==> src/rtl/move_exec_pkg.sv <==
// shared types, register map and helpers of the move executor
package move_exec_pkg;

  // ==========================================================
  // widths and encodings
  localparam int DATA_W  = 32;
  localparam int ADDR_W  = 24;
  localparam int AXI_AW  = 8;
  localparam int NUM_GPR = 8;
  localparam int CNT_W   = 5;

  typedef enum logic [1:0] {SZ_BYTE = 2'h0, SZ_WORD = 2'h1, SZ_LONG = 2'h2} size_t;
  typedef enum logic [3:0] {
    MD_REG = 4'h0, MD_IMM = 4'h1, MD_IND = 4'h2, MD_D16 = 4'h3, MD_D24 = 4'h4,
    MD_STEP = 4'h5, MD_ABS8 = 4'h6, MD_ABS16 = 4'h7, MD_ABS24 = 4'h8
  } mode_t;

  // ==========================================================
  // register map and fields
  localparam logic [AXI_AW-1:0] CTRL_OFF     = 8'h00;
  localparam logic [AXI_AW-1:0] OPERAND_OFF  = 8'h04;
  localparam logic [AXI_AW-1:0] CCR_OFF      = 8'h08;
  localparam logic [AXI_AW-1:0] STATUS_OFF   = 8'h0C;
  localparam logic [AXI_AW-1:0] LAST_EA_OFF  = 8'h10;
  localparam logic [2:0]        GPR_PAGE     = 3'h1;
  localparam int CTRL_GO_BIT     = 0;
  localparam int CTRL_SIZE_LSB   = 1;
  localparam int CTRL_STORE_BIT  = 3;
  localparam int CTRL_MODE_LSB   = 4;
  localparam int CTRL_SRC_LSB    = 8;
  localparam int CTRL_DST_LSB    = 12;
  localparam int STAT_BUSY_BIT   = 0;
  localparam int STAT_DONE_BIT   = 1;
  localparam int STAT_ERR_BIT    = 2;
  localparam int STAT_LEN_LSB    = 8;
  localparam int STAT_STATES_LSB = 16;
  localparam int CCR_N_BIT       = 3;
  localparam int CCR_Z_BIT       = 2;
  localparam int CCR_V_BIT       = 1;
  localparam logic [7:0]  CCR_RESET   = 8'h80;
  localparam logic [1:0]  RESP_OKAY   = 2'h0;
  localparam logic [1:0]  RESP_SLVERR = 2'h2;
  localparam logic [1:0]  RESP_DECERR = 2'h3;
  localparam logic [15:0] ABS8_PAGE   = 16'hFFFF;

  // ==========================================================
  // helpers
  function automatic logic [31:0] fit_size(input logic [31:0] v, input size_t sz);
    unique case (sz)
      SZ_BYTE: fit_size = {24'h000000, v[7:0]};
      SZ_WORD: fit_size = {16'h0000, v[15:0]};
      default: fit_size = v;
    endcase
  endfunction

  function automatic logic msb_of(input logic [31:0] v, input size_t sz);
    unique case (sz)
      SZ_BYTE: msb_of = v[7];
      SZ_WORD: msb_of = v[15];
      default: msb_of = v[31];
    endcase
  endfunction

  // alt picks the low byte of a byte operand, the extended half of a word
  function automatic logic [31:0] pick_part(input logic [31:0] r, input size_t sz,
                                            input logic alt);
    unique case (sz)
      SZ_BYTE: pick_part = {24'h000000, alt ? r[7:0] : r[15:8]};
      SZ_WORD: pick_part = {16'h0000, alt ? r[31:16] : r[15:0]};
      default: pick_part = r;
    endcase
  endfunction

  function automatic logic [31:0] merge_part(input logic [31:0] r, input logic [31:0] d,
                                             input size_t sz, input logic alt);
    unique case (sz)
      SZ_BYTE: merge_part = alt ? {r[31:8], d[7:0]} : {r[31:16], d[7:0], r[7:0]};
      SZ_WORD: merge_part = alt ? {d[15:0], r[15:0]} : {r[31:16], d[15:0]};
      default: merge_part = d;
    endcase
  endfunction

  function automatic logic [31:0] strb_merge(input logic [31:0] o, input logic [31:0] n,
                                             input logic [3:0] s);
    strb_merge = o;
    for (int i = 0; i < 4; i++) begin
      if (s[i]) strb_merge[i*8 +: 8] = n[i*8 +: 8];
    end
  endfunction

  function automatic logic [31:0] step_of(input size_t sz);
    unique case (sz)
      SZ_BYTE: step_of = 32'h00000001;
      SZ_WORD: step_of = 32'h00000002;
      default: step_of = 32'h00000004;
    endcase
  endfunction

  function automatic logic [CNT_W-1:0] states_of(input size_t sz, input mode_t md,
                                                 input logic st);
    logic l;
    l = (sz == SZ_LONG);
    unique case (md)
      MD_IMM:   states_of = l ? 5'h06 : ((sz == SZ_WORD) ? 5'h04 : 5'h02);
      MD_IND:   states_of = l ? 5'h08 : 5'h04;
      MD_D16:   states_of = l ? 5'h0A : 5'h06;
      MD_D24:   states_of = l ? 5'h0E : 5'h0A;
      MD_STEP:  states_of = l ? 5'h0A : 5'h06;
      MD_ABS8:  states_of = 5'h04;
      MD_ABS16: states_of = l ? 5'h0A : 5'h06;
      MD_ABS24: states_of = l ? 5'h0C : (st ? 5'h08 : 5'h06);
      default:  states_of = 5'h02;
    endcase
  endfunction

  function automatic logic [3:0] len_of(input size_t sz, input mode_t md);
    logic l;
    l = (sz == SZ_LONG);
    unique case (md)
      MD_IMM:   len_of = l ? 4'h6 : ((sz == SZ_WORD) ? 4'h4 : 4'h2);
      MD_IND:   len_of = l ? 4'h4 : 4'h2;
      MD_D16:   len_of = l ? 4'h6 : 4'h4;
      MD_D24:   len_of = l ? 4'hA : 4'h8;
      MD_STEP:  len_of = l ? 4'h4 : 4'h2;
      MD_ABS16: len_of = l ? 4'h6 : 4'h4;
      MD_ABS24: len_of = l ? 4'h8 : 4'h6;
      default:  len_of = 4'h2;
    endcase
  endfunction

endpackage

==> src/rtl/gpr_file.sv <==
// general register file with byte, word and long write lanes
`timescale 1ns/1ps
`default_nettype none
module gpr_file import move_exec_pkg::*; (
  input  wire logic        aclk,      // system clock
  input  wire logic        aresetn,   // sync reset, active low
  input  wire logic        ce,        // clock enable
  input  wire logic [2:0]  rd_a_idx,  // read port a select
  output logic      [31:0] rd_a_data, // read port a data
  input  wire logic [2:0]  rd_b_idx,  // read port b select
  output logic      [31:0] rd_b_data, // read port b data
  input  wire logic        wr_en,     // write strobe
  input  wire logic [3:0]  wr_sel,    // part select, bit 3 picks lane
  input  wire size_t       wr_size,   // part width
  input  wire logic [31:0] wr_data    // right-aligned write data
);

  // ==========================================================
  // storage
  logic [31:0] gpr_q [NUM_GPR];
  logic [31:0] gpr_d [NUM_GPR];
  logic [31:0] rd_a_d;
  logic [31:0] rd_b_d;

  for (genvar g = 0; g < NUM_GPR; g++) begin : g_reg
    always_comb begin
      gpr_d[g] = gpr_q[g];
      if (wr_en && (wr_sel[2:0] == 3'(g))) begin
        gpr_d[g] = merge_part(gpr_q[g], wr_data, wr_size, wr_sel[3]);
      end
    end
    always_ff @(posedge aclk) begin
      if (!aresetn) begin
        gpr_q[g] <= 32'h00000000;
      end else if (ce) begin
        gpr_q[g] <= gpr_d[g];
      end
    end
  end

  // ==========================================================
  // registered read ports
  always_comb begin
    rd_a_d = gpr_q[rd_a_idx];
    rd_b_d = gpr_q[rd_b_idx];
  end

  always_ff @(posedge aclk) begin
    if (!aresetn) begin
      rd_a_data <= 32'h00000000;
      rd_b_data <= 32'h00000000;
    end else if (ce) begin
      rd_a_data <= rd_a_d;
      rd_b_data <= rd_b_d;
    end
  end

endmodule
`default_nettype wire

==> src/rtl/move_exec.sv <==
// move instruction executor with axi4-lite command and register access
`timescale 1ns/1ps
`default_nettype none
// Overview of operation
// - every move sets N and Z from the moved value and clears V.
// - carry, half-carry and interrupt mask stay as they were.
// - byte load post-increment reads at the address register, then adds 1 to it.
// - word load post-increment reads at the address register, then adds 2.
// - byte store pre-decrement subtracts 1 first, then writes at the new address.
// - byte store, 16-bit displacement: register plus offset, 4 bytes, 6 states.
// - word store, 24-bit displacement: register plus offset, 8 bytes, 10 states.
// - byte and word registers overlap halves of the 32-bit registers.
// - 32-bit registers serve as data and as address registers.
module move_exec import move_exec_pkg::*; (
  input  wire logic              aclk,       // system clock
  input  wire logic              aresetn,    // sync reset, active low
  input  wire logic              ce,         // clock enable
  input  wire logic [AXI_AW-1:0] awaddr,     // write address
  input  wire logic [2:0]        awprot,     // write protection, unused
  input  wire logic              awvalid,    // write address valid
  output logic                   awready,    // write address ready
  input  wire logic [31:0]       wdata,      // write data
  input  wire logic [3:0]        wstrb,      // write strobes
  input  wire logic              wvalid,     // write data valid
  output logic                   wready,     // write data ready
  output logic [1:0]             bresp,      // write response
  output logic                   bvalid,     // write response valid
  input  wire logic              bready,     // write response ready
  input  wire logic [AXI_AW-1:0] araddr,     // read address
  input  wire logic [2:0]        arprot,     // read protection, unused
  input  wire logic              arvalid,    // read address valid
  output logic                   arready,    // read address ready
  output logic [31:0]            rdata,      // read data
  output logic [1:0]             rresp,      // read response
  output logic                   rvalid,     // read data valid
  input  wire logic              rready,     // read data ready
  output logic                   mem_req,    // memory access request
  output logic                   mem_we,     // access is a write
  output size_t                  mem_size,   // access width
  output logic [ADDR_W-1:0]      mem_addr,   // access address
  output logic [31:0]            mem_wdata,  // right-aligned write data
  input  wire logic [31:0]       mem_rdata,  // right-aligned read data
  input  wire logic              mem_ack,    // access complete
  output logic                   exec_busy   // instruction in progress
);

  typedef enum logic [2:0] {
    ST_IDLE, ST_FETCH, ST_OPER, ST_MEM, ST_WDATA, ST_WADDR, ST_PAD
  } exec_state_t;

  function automatic logic is_gpr(input logic [AXI_AW-1:0] off);
    is_gpr = (off[7:5] == GPR_PAGE);
  endfunction

  function automatic logic legal(input size_t sz, input mode_t md, input logic st);
    legal = (sz != 2'h3) && (md <= MD_ABS24) && !(sz == SZ_LONG && md == MD_ABS8)
            && !(st && (md == MD_REG || md == MD_IMM));
  endfunction

  // ==========================================================
  // state declarations
  exec_state_t       st_q, st_d;
  size_t             size_q, size_d;
  mode_t             mode_q, mode_d;
  logic              store_q, store_d;
  logic [3:0]        src_sel_q, src_sel_d, dst_sel_q, dst_sel_d;
  logic [31:0]       operand_q, operand_d, value_q, value_d, addr_new_q, addr_new_d;
  logic [7:0]        ccr_q, ccr_d;
  logic              done_q, done_d, err_q, err_d;
  logic [3:0]        len_q, len_d;
  logic [CNT_W-1:0]  need_q, need_d, cyc_q, cyc_d;
  logic              mem_req_q, mem_req_d, mem_we_q, mem_we_d;
  size_t             mem_size_q, mem_size_d;
  logic [ADDR_W-1:0] mem_addr_q, mem_addr_d;
  logic [31:0]       mem_wdata_q, mem_wdata_d;
  logic              bvalid_q, bvalid_d, rvalid_q, rvalid_d, rd_busy_q, rd_busy_d;
  logic [1:0]        bresp_q, bresp_d, rresp_q, rresp_d, rd_stage_q, rd_stage_d;
  logic [31:0]       rdata_q, rdata_d;
  logic [AXI_AW-1:0] rd_addr_q, rd_addr_d;

  logic              idle, wr_take, ar_take, go, sw_gpr_wr;
  logic [31:0]       ctrl_word, ctrl_new, status_word, base, rd_a, rd_b;
  logic [ADDR_W-1:0] sx16;
  logic              rf_we;
  logic [3:0]        rf_sel;
  size_t             rf_size;
  logic [31:0]       rf_data;

  assign idle      = (st_q == ST_IDLE);
  assign exec_busy = !idle;
  assign ctrl_word = {16'h0000, dst_sel_q, src_sel_q, mode_q, store_q, size_q, 1'b0};
  assign ctrl_new  = strb_merge(ctrl_word, wdata, wstrb);
  assign status_word = {11'h000, need_q, 4'h0, len_q, 5'h00, err_q, done_q, !idle};
  assign wr_take   = ce && awvalid && wvalid && !bvalid_q;
  assign awready   = wr_take;
  assign wready    = wr_take;
  assign ar_take   = ce && arvalid && (rd_stage_q == 2'h0) && !rvalid_q;
  assign arready   = ar_take;
  assign go        = wr_take && idle && (awaddr == CTRL_OFF) && wstrb[0]
                     && wdata[CTRL_GO_BIT];
  assign sw_gpr_wr = wr_take && idle && is_gpr(awaddr) && (wstrb == 4'hF);

  // ==========================================================
  // register file
  gpr_file u_gpr (
    .aclk      (aclk),
    .aresetn   (aresetn),
    .ce        (ce),
    .rd_a_idx  (idle ? rd_addr_q[4:2] : src_sel_q[2:0]),
    .rd_a_data (rd_a),
    .rd_b_idx  (dst_sel_q[2:0]),
    .rd_b_data (rd_b),
    .wr_en     (rf_we),
    .wr_sel    (rf_sel),
    .wr_size   (rf_size),
    .wr_data   (rf_data)
  );

  // ==========================================================
  // axi4-lite slave
  always_comb begin
    bvalid_d   = bvalid_q && !bready;
    bresp_d    = bresp_q;
    rvalid_d   = rvalid_q && !rready;
    rresp_d    = rresp_q;
    rdata_d    = rdata_q;
    rd_stage_d = rd_stage_q;
    rd_addr_d  = rd_addr_q;
    rd_busy_d  = rd_busy_q;
    if (wr_take) begin
      bvalid_d = 1'b1;
      if (awaddr == CTRL_OFF || awaddr == OPERAND_OFF || awaddr == CCR_OFF) begin
        bresp_d = idle ? RESP_OKAY : RESP_SLVERR;
      end else if (awaddr == STATUS_OFF) begin
        bresp_d = RESP_OKAY;
      end else if (awaddr == LAST_EA_OFF) begin
        bresp_d = RESP_SLVERR;
      end else if (is_gpr(awaddr)) begin
        bresp_d = sw_gpr_wr ? RESP_OKAY : RESP_SLVERR;
      end else begin
        bresp_d = RESP_DECERR;
      end
    end
    unique case (rd_stage_q)
      2'h0: begin
        if (ar_take) begin
          rd_stage_d = 2'h1;
          rd_addr_d  = araddr;
        end
      end
      2'h1: begin
        // port a belongs to the executor once an instruction runs
        rd_busy_d  = !idle;
        rd_stage_d = 2'h2;
      end
      default: begin
        rd_stage_d = 2'h0;
        rvalid_d   = 1'b1;
        rresp_d    = RESP_OKAY;
        rdata_d    = 32'h00000000;
        if (rd_addr_q == CTRL_OFF) begin
          rdata_d = ctrl_word;
        end else if (rd_addr_q == OPERAND_OFF) begin
          rdata_d = operand_q;
        end else if (rd_addr_q == CCR_OFF) begin
          rdata_d = {24'h000000, ccr_q};
        end else if (rd_addr_q == STATUS_OFF) begin
          rdata_d = status_word;
        end else if (rd_addr_q == LAST_EA_OFF) begin
          rdata_d = {8'h00, mem_addr_q};
        end else if (is_gpr(rd_addr_q) && !rd_busy_q) begin
          rdata_d = rd_a;
        end else begin
          rresp_d = is_gpr(rd_addr_q) ? RESP_SLVERR : RESP_DECERR;
        end
      end
    endcase
  end

  always_ff @(posedge aclk) begin
    if (!aresetn) begin
      bvalid_q   <= 1'b0;
      bresp_q    <= RESP_OKAY;
      rvalid_q   <= 1'b0;
      rresp_q    <= RESP_OKAY;
      rdata_q    <= 32'h00000000;
      rd_stage_q <= 2'h0;
      rd_addr_q  <= 8'h00;
      rd_busy_q  <= 1'b0;
    end else if (ce) begin
      bvalid_q   <= bvalid_d;
      bresp_q    <= bresp_d;
      rvalid_q   <= rvalid_d;
      rresp_q    <= rresp_d;
      rdata_q    <= rdata_d;
      rd_stage_q <= rd_stage_d;
      rd_addr_q  <= rd_addr_d;
      rd_busy_q  <= rd_busy_d;
    end
  end

  assign bvalid = bvalid_q;
  assign bresp  = bresp_q;
  assign rvalid = rvalid_q;
  assign rresp  = rresp_q;
  assign rdata  = rdata_q;

  // ==========================================================
  // executor
  always_comb begin
    st_d = st_q; size_d = size_q; mode_d = mode_q; store_d = store_q;
    src_sel_d = src_sel_q; dst_sel_d = dst_sel_q; operand_d = operand_q;
    value_d = value_q; addr_new_d = addr_new_q; ccr_d = ccr_q;
    len_d = len_q; need_d = need_q;
    mem_req_d = mem_req_q; mem_we_d = mem_we_q; mem_size_d = mem_size_q;
    mem_addr_d = mem_addr_q; mem_wdata_d = mem_wdata_q;
    rf_we = sw_gpr_wr; rf_sel = {1'b0, awaddr[4:2]}; rf_size = SZ_LONG; rf_data = wdata;
    base = store_q ? rd_b : rd_a;
    sx16 = {{8{operand_q[15]}}, operand_q[15:0]};
    cyc_d = (idle || cyc_q == 5'h1F) ? cyc_q : cyc_q + 5'h01;
    // a clear and a fresh event in one cycle: the event wins
    done_d = done_q && !(wr_take && awaddr == STATUS_OFF && wstrb[0] && wdata[STAT_DONE_BIT]);
    err_d  = err_q && !(wr_take && awaddr == STATUS_OFF && wstrb[0] && wdata[STAT_ERR_BIT]);
    unique case (st_q)
      ST_IDLE: begin
        if (wr_take && awaddr == OPERAND_OFF) operand_d = strb_merge(operand_q, wdata, wstrb);
        if (wr_take && awaddr == CCR_OFF && wstrb[0]) ccr_d = wdata[7:0];
        if (wr_take && awaddr == CTRL_OFF) begin
          size_d    = size_t'(ctrl_new[CTRL_SIZE_LSB +: 2]);
          store_d   = ctrl_new[CTRL_STORE_BIT];
          mode_d    = mode_t'(ctrl_new[CTRL_MODE_LSB +: 4]);
          src_sel_d = ctrl_new[CTRL_SRC_LSB +: 4];
          dst_sel_d = ctrl_new[CTRL_DST_LSB +: 4];
        end
        if (go) begin
          if (legal(size_d, mode_d, store_d)) begin
            st_d   = ST_FETCH;
            cyc_d  = 5'h00;
            need_d = states_of(size_d, mode_d, store_d);
            len_d  = len_of(size_d, mode_d);
          end else begin
            err_d = 1'b1;
          end
        end
      end
      ST_FETCH: st_d = ST_OPER;
      ST_OPER: begin
        unique case (mode_q)
          MD_D16:   mem_addr_d = base[ADDR_W-1:0] + sx16;
          MD_D24:   mem_addr_d = base[ADDR_W-1:0] + operand_q[ADDR_W-1:0];
          MD_STEP:  mem_addr_d = store_q ? ADDR_W'(base - step_of(size_q)) : base[ADDR_W-1:0];
          MD_ABS8:  mem_addr_d = {ABS8_PAGE, operand_q[7:0]};
          MD_ABS16: mem_addr_d = sx16;
          MD_ABS24: mem_addr_d = operand_q[ADDR_W-1:0];
          default:  mem_addr_d = base[ADDR_W-1:0];
        endcase
        addr_new_d = store_q ? base - step_of(size_q) : base + step_of(size_q);
        if (mode_q == MD_IMM) begin
          value_d = fit_size(operand_q, size_q);
        end else begin
          value_d = pick_part(rd_a, size_q, src_sel_q[3]);
        end
        mem_we_d    = store_q;
        mem_size_d  = size_q;
        mem_wdata_d = value_d;
        if (mode_q == MD_REG || mode_q == MD_IMM) begin
          st_d = ST_WDATA;
        end else if (store_q && mode_q == MD_STEP) begin
          st_d = ST_WADDR;
        end else begin
          st_d      = ST_MEM;
          mem_req_d = 1'b1;
        end
      end
      ST_MEM: begin
        if (mem_ack) begin
          mem_req_d = 1'b0;
          if (!store_q) value_d = fit_size(mem_rdata, size_q);
          st_d = store_q ? ST_PAD : ST_WDATA;
        end
      end
      ST_WDATA: begin
        rf_we   = 1'b1;
        rf_sel  = dst_sel_q;
        rf_size = size_q;
        rf_data = value_q;
        st_d    = (mode_q == MD_STEP) ? ST_WADDR : ST_PAD;
      end
      ST_WADDR: begin
        rf_we   = 1'b1;
        rf_sel  = {1'b0, store_q ? dst_sel_q[2:0] : src_sel_q[2:0]};
        rf_size = SZ_LONG;
        rf_data = addr_new_q;
        if (store_q) begin
          st_d      = ST_MEM;
          mem_req_d = 1'b1;
        end else begin
          st_d = ST_PAD;
        end
      end
      ST_PAD: begin
        // short flows wait here to fill the state count
        if (cyc_q + 5'h01 >= need_q) begin
          st_d = ST_IDLE;
          ccr_d[CCR_N_BIT] = msb_of(value_q, size_q);
          ccr_d[CCR_Z_BIT] = (fit_size(value_q, size_q) == 32'h00000000);
          ccr_d[CCR_V_BIT] = 1'b0;
          done_d = 1'b1;
        end
      end
      default: st_d = ST_IDLE;
    endcase
  end

  always_ff @(posedge aclk) begin
    if (!aresetn) begin
      st_q <= ST_IDLE; size_q <= SZ_BYTE; mode_q <= MD_REG; store_q <= 1'b0;
      src_sel_q <= 4'h0; dst_sel_q <= 4'h0; operand_q <= 32'h00000000;
      value_q <= 32'h00000000; addr_new_q <= 32'h00000000; ccr_q <= CCR_RESET;
      done_q <= 1'b0; err_q <= 1'b0; len_q <= 4'h0; need_q <= 5'h00; cyc_q <= 5'h00;
      mem_req_q <= 1'b0; mem_we_q <= 1'b0; mem_size_q <= SZ_BYTE;
      mem_addr_q <= 24'h000000; mem_wdata_q <= 32'h00000000;
    end else if (ce) begin
      st_q <= st_d; size_q <= size_d; mode_q <= mode_d; store_q <= store_d;
      src_sel_q <= src_sel_d; dst_sel_q <= dst_sel_d; operand_q <= operand_d;
      value_q <= value_d; addr_new_q <= addr_new_d; ccr_q <= ccr_d;
      done_q <= done_d; err_q <= err_d; len_q <= len_d; need_q <= need_d; cyc_q <= cyc_d;
      mem_req_q <= mem_req_d; mem_we_q <= mem_we_d; mem_size_q <= mem_size_d;
      mem_addr_q <= mem_addr_d; mem_wdata_q <= mem_wdata_d;
    end
  end

  assign mem_req   = mem_req_q;
  assign mem_we    = mem_we_q;
  assign mem_size  = mem_size_q;
  assign mem_addr  = mem_addr_q;
  assign mem_wdata = mem_wdata_q;

endmodule
`default_nettype wire

==> config.mk <==
export PLATFORM = sky130hd
export DESIGN_NAME = move_exec
export DESIGN_NICKNAME = d
export VERILOG_FILES = /design/src/rtl/move_exec_pkg.sv /design/src/rtl/gpr_file.sv /design/src/rtl/move_exec.sv
export SDC_FILE = /design/constraint.sdc
export NUM_CORES = 2
export LEC_CHECK = 0
export CORE_MARGIN = 5
export CORE_UTILIZATION = 54
export CTS_BUF_LIST = sky130_fd_sc_hd__clkbuf_2 sky130_fd_sc_hd__clkbuf_4 sky130_fd_sc_hd__clkbuf_8
export CTS_CLUSTER_DIAMETER = 30
export CTS_CLUSTER_SIZE = 14
export DETAILED_ROUTE_END_ITERATION = 12
export DONT_BUFFER_PORTS = 1
export HOLD_SLACK_MARGIN = 0.15
export PLACE_DENSITY = 0.69
export RECOVER_POWER = 50
export SLEW_MARGIN = 20
export SYNTH_ARGS = -nofsm -noshare
export SYNTH_HDL_FRONTEND = slang
export SYNTH_SLANG_ARGS = --single-unit
==> constraint.sdc <==
create_clock -name aclk -period 5.5 [get_ports aclk]
set_input_delay 0.825 -clock aclk [delete_from_list [all_inputs] [get_ports aclk]]
set_output_delay 0.825 -clock aclk [all_outputs]
set_load 0.01 [all_outputs]
==> impl_metrics.json <==
{
  "period_share": 0.8568,
  "critPathLaunchType": "flop",
  "die_w_um": 254.4,
  "die-area_um2": 64700,
  "min_path_type": "primary input to flop",
  "leakage_nw": 12.79,
  "irDropWorstVdd_uv": 246.2,
  "violations": "max-capacitance violations, max-slew violations",
  "maxCapViolations": 7,
  "fmax_mhz": 212.2,
  "cts_hold_buf": 5,
  "dp_hpwl_mm": 90.17,
  "h-tree-depth": 4,
  "synth_edf_count": 256,
  "wire_per_inst_um": 27.78,
  "worstPathArrival_ns": 5.37,
  "setup-tns-final_ns": 0,
  "cts.sinks": 564,
  "worstPathRequired_ns": 6.15,
  "cts_resized": 0,
  "layout_commonest_cell": "nor2_1",
  "finalMaxSlewViolations": 384,
  "gr-usage-met2": 0.5812,
  "place_congestion": 1.079,
  "busiest_layer": "met2",
  "drive_gt1_frac": 0.1211,
  "pin_count": 201,
  "syn-mean-instance-area_um2": 8.594,
  "postRouteAntennaNets": 0,
  "start_util": 0.5453,
  "use_met1": 0.4891,
  "synth-async-reset-ratio": 0,
  "cts_tree": "done",
  "viasPerCell": 6.715,
  "min_period_ns": 4.713,
  "numPortBuffers": 0,
  "worstMarginPinSlew_ns": 2.718,
  "hold_ws_ns": 0.1874,
  "die_y_um": 254.4,
  "num_rows": 89,
  "overflow": 0,
  "grt_max_degree": 150,
  "fillers": 5159,
  "hold_violations": 0,
  "clk_pin_slew_ns": 0.06,
  "drt_iter0_drc": 4451,
  "p_per_area_nw_per_um2": 314.4,
  "final_cell_mix": "631 x nor2_1, 601 x nand2_1, 302 x dfxtp_1, 256 x edfxtp_1, 240 x a21oi_1",
  "crit_chain": "and4b_1 > clkbuf_1 > nand4_1 > nor2_1 > clkbuf_1 > mux2i_1 > inv_1 > ha_1 > a32oi_1 > mux2i_1 > o32a_1 > nor3_4 > o21ai_0 > o221a_2",
  "finalSetupViolCount": 0,
  "cts_root_buffer": "clkbuf_8",
  "finClkSkew_ns": 0.04186,
  "critPathMaxStageDelay_ns": 0.58,
  "core_um2": 59130,
  "syn_inst": 3752,
  "drt-pass1-iter-count": 10,
  "ys_seq_elements": 564,
  "areaGrowthSynthToFinish_pct": 11.52,
  "clockBufferDepth": 3,
  "clk_latency_ns": 0.78,
  "totalWireLength_mm": 127.2,
  "layout.nets": 3838,
  "cp_slowest_cell": "nor3_4",
  "post-route-drc-count": 0,
  "routed-via-count": 30739,
  "grt_use_met3": 0.1059,
  "crit_type": "flop to flop",
  "grt_pass1_wl_mm": 184.8,
  "cts_setup_buffers": 0,
  "final_cell_area_um2": 35960,
  "netlist_area_um2": 32250,
  "yosysUniqueCellTypes": 94,
  "ys.flop_type": "dfxtp_1",
  "antenna_found_initial": 5,
  "yosysWarnings": 0,
  "placed_cell_area_um2": 32870,
  "synth-seq-area-share": 0.4296,
  "outcome": "complete, but fails checks",
  "rsz0062_at_grt": "no",
  "relSlewSlack": -0.8186,
  "end_kind": "flop",
  "cp_max_fo": 15,
  "grt_pass1_vias": 28556,
  "track_usage": 0.3796,
  "numCtsBuffers": 131,
  "syn-num-nets": 3895
}
through the flow:
| step | power [mW] | utilization | setup WS, ns | instances |
|---|---|---|---|---|
| 2_1_floorplan | 5.295 | - | 1.054 | 3752 |
| 3_3_place_gp | 5.627 | 0.5559 | 1.149 | 4328 |
| 3_5_place_dp | 5.653 | 0.5559 | 1.062 | 4328 |
| 4_1_cts | 11.31 | 0.6095 | 1.223 | 4571 |
| 5_1_grt | 11.63 | 0.6080 | 0.5210 | 4574 |
| 6_report | 11.31 | 0.6082 | 0.7873 | 4578 |
where the power goes:
part | total, mW | switching (mW) | internal, mW
logic | 1.00 | 0.695 | 0.309
clock network | 5.70 | 2.14 | 3.55
registers | 4.61 | 0.133 | 4.47
total | 11.3 | 2.97 | 8.34
path summary, 6_finish.rpt:
check | cells after the start | start | end | slack (ns)
max | 14 | bvalid | len_q[2] | 0.79
min | 2 | wdata[10] | src_sel_q[2] | 0.19
max reg2reg | 14 | bvalid | len_q[2] | 0.79
min reg2reg | 2 | addr_new_q[27] | addr_new_q[27] | 0.46
synthesized netlist by cell type, drive strengths merged, types with 43 or more instances:
master,number,area (um2)
nor2,631,2369
nand2,608,2292
dfxtp,308,6166
edfxtp,256,7687
a21oi,240,1201
clkbuf,218,818.3
o21ai,179,895.9
nand3,135,675.7
a211oi,107,803.3
mux2i,103,1031
buf,77,364.1
mux4,64,1441
inv,56,210.2
a31oi,52,325.3
and3,45,281.5
xnor2,45,394.1
o211ai,43,327.8
worst max-delay path, delay by kind of cell, from the launching register on:
family          cells  cell delay, ns
compound gates      4            1.01
fa+ha+maj           1            0.34
buf+inv             3            1.07
flops               1            0.35
mux                 2            0.47
simple gates        4            1.32
registers in the layout, indices dropped and copies added, names as in the netlist, 5 cells and up:
name / count
mem_addr: 24
rd_addr_q: 8
ccr_q: 8
mem_wdata: 32
addr_new_q: 32
value_q: 32
u_gpr.rd_a_data: 32
rdata: 32
operand_q: 32
cyc_q: 5
u_gpr.gpr_q: 256
u_gpr.rd_b_data: 32
layer usage:
layer / vias to the layer above / share of wire
met3: 504 / 0.13
met5: - / 0.000087
met1: 14611 / 0.37
li1: 13533 / -
met2: 2089 / 0.44
met4: 2 / 0.069
cell type report:
cell class	count	area (um2)	share of cell area
flip-flops and latches	564	13860	0.3855
clock inverters	79	1018	0.02832
inverters	59	225.2	0.006263
clock buffers	159	2101	0.05842
well taps	773	967.2	0.02689
diodes	5	12.51	0.0003479
multi-input cells	2834	17050	0.4740
repair buffers	105	729.5	0.02028
kinds of logic after synthesis:
| kind of cell | synth area share |
|---|---|
| AND/OR/NAND/NOR | 0.2173 |
| AO/OA/AOI/OAI | 0.1852 |
| flip-flops | 0.4296 |
| buffers and inverters | 0.04354 |
| multiplexers | 0.08785 |
| XOR/XNOR | 0.01874 |
| adder cells (fa/ha/maj) | 0.01777 |
(Power assumes the default switching activity.)
